## src/spc_p.sv

```systemverilog
/*
 spc_p: constants and carrier types of the setup parameter checker.
 assumes a single clock domain and a word-wide register port.
*/
// Functional notes
// - real time filter only 0, 7, 8, 9
// - non-real-time filter 0 to 6, else 30
// - sampling setup before channel setup gives 31
// - interval at or below 0, or >= 16000 s: 32
// - interval rounds to 100 us, 50 us fast
// - too-fast interval is slowed, not refused
// - count 1 real time, 1..12000 otherwise: 33; real time with the manual mode bit also takes 0
// - trigger type 0 to 6, else 34
// - trigger channel must be enabled, else 35
// - pre-trigger percent 0 to 100, else 37
// - external timing 0 or 1, else 38
// - record time 0 to 2, else 39
// - too few list parameters give 40
// - equation channel 0, 1-3, 11, else 42
// - selector 0.1-12 analog, 0/13 ranging: 43
// - order unfit for equation type gives 44
// - pending or missing equation at fetch: 45
// - temperature unit 0 to 4, else 49
// - data channel 1-3, 11, 21, 31, else 52
// - data group 0 to 5, else 53
// - start/end points in range, ordered: 54/55
// - over 12K samples stored gives 61
// - return with nothing collected gives 62
// - status read reports latest code, 0 none
package spc_p;

	// ----------------------------------------
	// register offsets and mode bits
	// ----------------------------------------
	localparam logic [7:0] A_CMD    = 8'h00;
	localparam logic [7:0] A_MODE   = 8'h04;
	localparam logic [7:0] A_STATUS = 8'h08;
	localparam logic [7:0] A_INFO   = 8'h0C;
	localparam logic [7:0] A_IVL    = 8'h10;
	localparam logic [7:0] A_PRM    = 8'h20;
	localparam logic [7:0] A_PRM_HI = 8'h3C;
	localparam int         N_PRM    = 8;
	localparam int         MB_RT    = 0;
	localparam int         MB_FAST  = 1;
	localparam int         MB_MAN   = 2;

	// ----------------------------------------
	// commands, field positions, list lengths
	// ----------------------------------------
	localparam logic [7:0] C_CHAN  = 8'h01;
	localparam logic [7:0] C_SAMP  = 8'h03;
	localparam logic [7:0] C_EQ    = 8'h04;
	localparam logic [7:0] C_DATA  = 8'h05;
	localparam logic [7:0] C_FETCH = 8'h07;
	localparam int P_CH = 0, P_OP = 1, P_EQON = 2;
	localparam int P_SEL = 1, P_ORD = 2, P_UNIT = 3;
	localparam int P_GRP = 1, P_BEG = 2, P_END = 3;
	localparam int P_IVL = 0, P_CNT = 1, P_TTYP = 2, P_TCH = 3;
	localparam int P_PRE = 4, P_EXT = 5, P_REC = 6, P_FILT = 7;
	localparam logic [3:0] N_CHAN = 4'h3;
	localparam logic [3:0] N_SAMP = 4'h8;
	localparam logic [3:0] N_EQ   = 4'h3;
	localparam logic [3:0] N_RNG  = 4'h4;
	localparam logic [3:0] N_DATA = 4'h4;

	// ----------------------------------------
	// error codes
	// ----------------------------------------
	localparam logic [7:0] E_NONE = 8'h00, E_SCH = 8'h0C;
	localparam logic [7:0] E_FILT = 8'h1E, E_NOCH = 8'h1F;
	localparam logic [7:0] E_IVL = 8'h20, E_CNT = 8'h21;
	localparam logic [7:0] E_TRIG = 8'h22, E_TCH = 8'h23;
	localparam logic [7:0] E_PRE = 8'h25, E_EXT = 8'h26;
	localparam logic [7:0] E_REC = 8'h27, E_FEW = 8'h28;
	localparam logic [7:0] E_ECH = 8'h2A, E_ESEL = 8'h2B;
	localparam logic [7:0] E_ORD = 8'h2C, E_NOEQ = 8'h2D;
	localparam logic [7:0] E_UNIT = 8'h31, E_DCH = 8'h34;
	localparam logic [7:0] E_GRP = 8'h35, E_BEG = 8'h36;
	localparam logic [7:0] E_END = 8'h37, E_MEM = 8'h3D;
	localparam logic [7:0] E_NODATA = 8'h3E;

	// ----------------------------------------
	// limits and interval timing
	// ----------------------------------------
	localparam int NRT_FILT_MAX = 6, TRIG_MAX = 6, PRE_MAX = 100;
	localparam int REC_MAX = 2, UNIT_MAX = 4, GRP_MAX = 5;
	localparam int NRT_CNT_MAX = 12000, MEM_SAMPLES = 12 * 1024;
	localparam int ESEL_MIN = 1, ESEL_MAX = 120, ESEL_RNG = 130;
	localparam int ORD_MAX = 4, ANA_MAX = 3, RNG_CH = 11;
	localparam int UNIT_US = 10;
	localparam int ROUND_US = 100, FAST_ROUND_US = 50;
	localparam int SLOW_STEP = ROUND_US / UNIT_US;
	localparam int FAST_STEP = FAST_ROUND_US / UNIT_US;
	localparam longint IVL_MAX_S = 16000;
	localparam int IVL_MAX = int'(IVL_MAX_S * 64'd1000000 / UNIT_US);
	localparam int CH_US = 20;
	localparam int CH_TICKS = CH_US / UNIT_US;

	typedef struct packed {
		logic [7:0]  addr;
		logic [31:0] wdata;
		logic        wr;
		logic        rd;
	} spc_bus_t;

endpackage

```

## src/spc_ivl.sv

```systemverilog
/*
 spc_ivl: rounds a requested sample interval and slows it when the
 enabled channels need more time. assumes interval lsb of 10 us.
*/
`timescale 1ns/100ps
module spc_ivl #(
	parameter int W = 32
) (
	// request
	input  wire logic signed [W-1:0] req_ivl,
	input  wire logic                fast,
	input  wire logic [2:0]          n_chan,
	// result
	output logic [W-1:0]             eff_ivl,
	output logic                     slowed
);

	logic [W-1:0] step;
	logic [W-1:0] rnd;
	logic [W-1:0] floor_ivl;

	// ----------------------------------------
	// rounding and slow-down
	// ----------------------------------------
	// divide by a small constant step; area over speed, one use only
	always_comb begin
		step = fast ? W'(spc_p::FAST_STEP) : W'(spc_p::SLOW_STEP);
		rnd = ((W'(req_ivl) + (step >> 1)) / step) * step;
		floor_ivl = W'(n_chan) * W'(spc_p::CH_TICKS);
		slowed = rnd < floor_ivl;
		eff_ivl = slowed ? floor_ivl : rnd;
	end

endmodule // spc_ivl

```

## config.mk

```make
export PLATFORM = sky130hd
export DESIGN_NAME = spc_ivl
export DESIGN_NICKNAME = d
export VERILOG_FILES = /design/src/spc_p.sv /design/src/spc_ivl.sv
export SDC_FILE = /design/constraint.sdc
export NUM_CORES = 1
export LEC_CHECK = 0
export BUFFER_PORTS_ARGS = -buffer_cell sky130_fd_sc_hd__buf_2
export CORE_ASPECT_RATIO = 1.5
export CORE_MARGIN = 3
export CORE_UTILIZATION = 45
export DETAILED_ROUTE_END_ITERATION = 8
export GPL_ROUTABILITY_DRIVEN = 0
export PLACE_DENSITY = 0.66
export REMOVE_ABC_BUFFERS = 1
export SLEW_MARGIN = 20
export SYNTH_ARGS = -nofsm -noshare
export SYNTH_HDL_FRONTEND = slang
export SYNTH_SLANG_ARGS = --single-unit
```

## constraint.sdc

```tcl
create_clock -name vclk -period 346.7
set_clock_uncertainty 0.05 [all_clocks]
set_input_delay 69.34 -clock vclk [all_inputs]
set_output_delay 69.34 -clock vclk [all_outputs]
set_load 0.1 [all_outputs]
```

==> results.ini, run 1 <==
[run_status]
outcome=complete, no violations

[setup_path]
cp.required_ns=277.31
critPathMostFrequentCell=a21oi_1
crit_buf_inv=23
path_delay_family=compound AO/OA/AOI/OAI gates
critPathSlowestCell=a2111oi_1
path_class=in2out
startpoint_type=primary input
max_stage_delay_ns=0.81
crit_fanout=22
end_kind=output port
worst-endpoint-arrival_ns=161.71

[layout]
layout-drive-gt1-share=0.0962
syn_to_final_growth_pct=3.94
layout.nets=3485
regArea_sq_um=0
seq_cells=0
clock_buffers=0

[synthesis]
yosysTopAreaCellShare=0.105
synth.yosys.seq_area_share=0
synth_area_leader_cell=ha_1
yosysWarnings=0
yosys-top-cells-area=ha_1 10%, xnor2_1 6.4%, nor2_1 6.0%
synth_cell_types=131
syn_inst=3262
syn-mean-instance-area_sq_um=6.74
synth_area_sq_um=22000

[routing]
routed-via-count=25200
drc=0
drt_pre_antenna_iters=6
wl_per_cell_um=18.8
via_per_inst=6.48
postRouteAntennaNets=0
wl_mm=73.3
drtIter0Drc=1790

[hold_path]
holdCritPathClass=in2out

[global_route]
grt_pass1_wl_mm=119
antenna_found_initial=6
first_global_vias=24200
grt_max_degree=54
grt_use_total=0.266
grt_overflow=0

[die]
die_h_um=277
fp-row-count=98
die-area_sq_um=51600
initial_core_util=0.458
die_w_um=186
io_pins=69
core_area_sq_um=47900

[timing]
slew_headroom=0.290
min_period_ns=231.10
worst_pin_slew_ns=1.06
hold_viol=0
fmax_mhz=4.33
period_share=0.667
setup_viol=0
report.final.slew_viol_count=0
setup_tns_ns=0
rsz0062_at_grt=no

[clock_tree]
cts_setup_buffers=0
ctsHoldBuffers=0
cts_resized=0

[run]
maxCapViolations=0

[place]
portBuffers=69
hpwlAfterDp_mm=61.4

==> cell type report <==
type / count / area [sq um]
fill: 5155 / 25100
multi-input combinational: 3036 / 21100
timing repair buffer: 98 / 566
antenna: 5 / 12.5
tap: 650 / 813
inverter: 99 / 374
==> per-stage QoR <==
step	cell area (sq um)	cells	hold WS, ns	worst slack [ns]	util
2_1_floorplan	21400	3135	139.18	124.65	-
3_3_place_gp	22800	3883	139.15	118.76	0.476
4_1_cts	22800	3883	139.16	116.81	0.476
6_report	22800	3888	139.17	115.60	0.476
5_1_grt	22800	3886	139.21	106.97	0.476
3_5_place_dp	22800	3883	139.17	117.08	0.476
==> synth_stat cells (42+ instances only) <==
cell type and n:
inv_1 98, o31ai_1 45, nand3_1 103, nand2_1 271, clkbuf_1 83, nor2_1 354, xor2_1 62, o21ai_0 152
xnor2_1 160, and3_1 48, nand2b_1 43, nor3_1 153, and2_1 63, a21o_1 70, ha_1 184, a21oi_1 239
o21a_1 63, nand4_1 63, o211ai_1 42, or2_2 69
==> kinds of logic after synthesis <==
logic type / Yosys count / synth area share
AND/OR/NAND/NOR: 1431 / 0.344
AO/OA/AOI/OAI: 1082 / 0.351
buffers and inverters: 226 / 0.0416
XOR/XNOR: 225 / 0.0910
adder cells (fa/ha/maj): 217 / 0.133
multiplexers: 79 / 0.0389
other: 2 / 0.000342
==> metal layers <==
| metal | vias up | share of wire | global-route usage |
|---|---|---|---|
| met3 | 223 | 0.042 | 0.0161 |
| met2 | 819 | 0.53 | 0.532 |
| met5 | - | 0.00048 | 0 |
| li1 | 12400 | - | - |
| met1 | 11700 | 0.38 | 0.287 |
| met4 | 6 | 0.045 | 0.108 |
==> path summary, 6_finish.rpt <==
kind,slack [ns],cells after the start,start,endpoint
setup / recovery,115.60,368,fast,eff_ivl[2]
hold / removal,139.17,4,n_chan[0],eff_ivl[1]
==> cells in the final DEF (no fill, tap or decap), types with 63 or more instances in the layout <==
cell type  synthesis  layout
buf_2             38      68
xnor2_1          160     160
o21a_1            63      63
inv_1             98      97
nand3_1          103     103
a21oi_1          239     239
or2_2             69      69
ha_1             184     184
o21ai_0          152     152
nand4_1           63      63
nor2_1           354     354
a21o_1            70      70
nand2_1          271     271
and2_1            63      63
nor3_1           153     153
==> run 2, diff against run 1 <==
- ABC_AREA: unset -> 1
- clock period: 346.7 -> 234.3 ns (I/O delays scaled with it)
==> run 2 against run 1 <==
- worst hold slack worse by 45 ns
- first-iteration DRC count down 15%
- clock-buffer cell count unchanged
- flip-flop and latch count unchanged
- wire length up 28%
- worst setup slack worse by 45 ns
- cell area up 33%
- core utilization down 0.79 points
- critical path type unchanged
- sequential share of layout area unchanged
- final cell count up 53%
==> results.ini, run 2 <==
[run_status]
outcome=complete, no violations

[setup_path]
startpoint_type=primary input
crit_cells=369
worst-endpoint-arrival_ns=116.76
path_class=in2out
critPathSlowestCell=nor2_4
end_kind=output port
path_delay_family=simple AND/OR/NAND/NOR gates
crit_end=slowed
cp.required_ns=187.39
max_stage_delay_ns=0.71
critPathMostFrequentCell=nand2_1
crit_fanout=45
startpoint=fast
crit_buf_inv=56

[synthesis]
syn-mean-instance-area_sq_um=5.86
synth_area_leader_cell=nand2_1
yosysTopAreaCellShare=0.155
yosys-top-cells-area=nand2_1 16%, inv_1 8.6%, ha_1 7.7%
synth_area_sq_um=29800
synth.yosys.seq_area_share=0
syn_inst=5075
synth.most_common_cell=nand2_1
synth_cell_types=80
yosys-top-cells-count=1232 x nand2_1, 684 x inv_1, 526 x nor2_1
yosysWarnings=0

[layout]
layout_commonest_cell=nand2_1
layout-drive-gt1-share=0.221
clock_buffers=0
mostFrequentLayoutCells=1232 x nand2_1, 684 x inv_1, 526 x nor2_1
syn_to_final_growth_pct=2.20
layout.nets=5312
regArea_sq_um=0
seq_cells=0

[timing]
setup_viol=0
min_period_ns=163.67
rsz0062_at_grt=no
worst_pin_slew_ns=0.887
fmax_mhz=6.11
slew_headroom=0.407
hold_viol=0
report.final.slew_viol_count=0
period_share=0.699
setup_tns_ns=0

[global_route]
antenna_found_initial=14
grt_overflow=0
grt_max_degree=49
first_global_vias=30100
grt_use_total=0.260
grt_pass1_wl_mm=150

[die]
initial_core_util=0.459
die_h_um=321
die_w_um=216
core_area_sq_um=64900
fp-row-count=114
die-area_sq_um=69300
io_pins=69

[clock_tree]
cts_resized=0
ctsHoldBuffers=0
cts_setup_buffers=0

[routing]
routed-via-count=31600
wl_per_cell_um=15.7
wl_mm=93.5
postRouteAntennaNets=0
drc=0
via_per_inst=5.31
drtIter0Drc=1513
drt_pre_antenna_iters=5

[place]
portBuffers=69
hpwlAfterDp_mm=81.8

[run]
maxCapViolations=0

[hold_path]
holdCritPathClass=in2out

-- run 2: worst min-delay path by stage --
stage                          from  slack, ns  cells after the start          to
after floorplan           n_chan[0]      94.06                      4      slowed
after global placement    n_chan[2]      94.17                      4  eff_ivl[3]
after detailed placement  n_chan[1]      94.17                      4  eff_ivl[2]
after CTS                 n_chan[1]      94.18                      4  eff_ivl[2]
after global routing      n_chan[1]      94.21                      4  eff_ivl[2]
final                     n_chan[1]      94.18                      4  eff_ivl[2]
-- run 2: final cells by class --
| type | instances | area (sq um) |
|---|---|---|
| Timing Repair Buffer | 73 | 378 |
| Multi-Input combinational cell | 4139 | 25500 |
| Inverter | 848 | 3380 |
| Tap cell | 870 | 1090 |
| Fill cell | 7083 | 34500 |
| Antenna cell | 11 | 27.5 |
-- run 2: layer usage --
metal	vias up	GRT usage	wire [um]
li1	16300	-	-
met1	14200	0.278	35900
met2	764	0.492	47100
met3	318	0.0241	3670
met4	6	0.154	6790
met5	-	0	45
-- run 2: logic make-up (layout without fill, tap and decap cells) --
family                     count (synthesis)  in the layout  synth area share
AOI/OAI and AO/OA                        455            455            0.0951
xor gates and xnor gates                 164            164            0.0494
adders and majority gates                214            214            0.0975
buffers and inverters                    936            921             0.142
other                                      2             13          0.000252
and+or+nand+nor                         3304           3304             0.616
-- run 2: stage by stage --
stage	hold WS, ns	worst slack, ns	util	instances	area, sq um
3_5_place_dp	94.17	70.72	0.468	5930	30400
2_1_floorplan	94.06	76.90	-	4987	28900
3_3_place_gp	94.17	73.00	0.468	5930	30400
6_report	94.18	70.63	0.469	5941	30400
5_1_grt	94.21	63.04	0.468	5931	30400
4_1_cts	94.18	70.52	0.468	5930	30400
-- run 2: tightest hold or removal path: stages --
cell,delay (ns)
buf_2,0.10
nand3_1,0.07
nand2_1,0.05
buf_2,0.28
Power of run 2 is not shown: default switching activity piles up to over one toggle a cycle in this logic, so the estimate is an artifact.
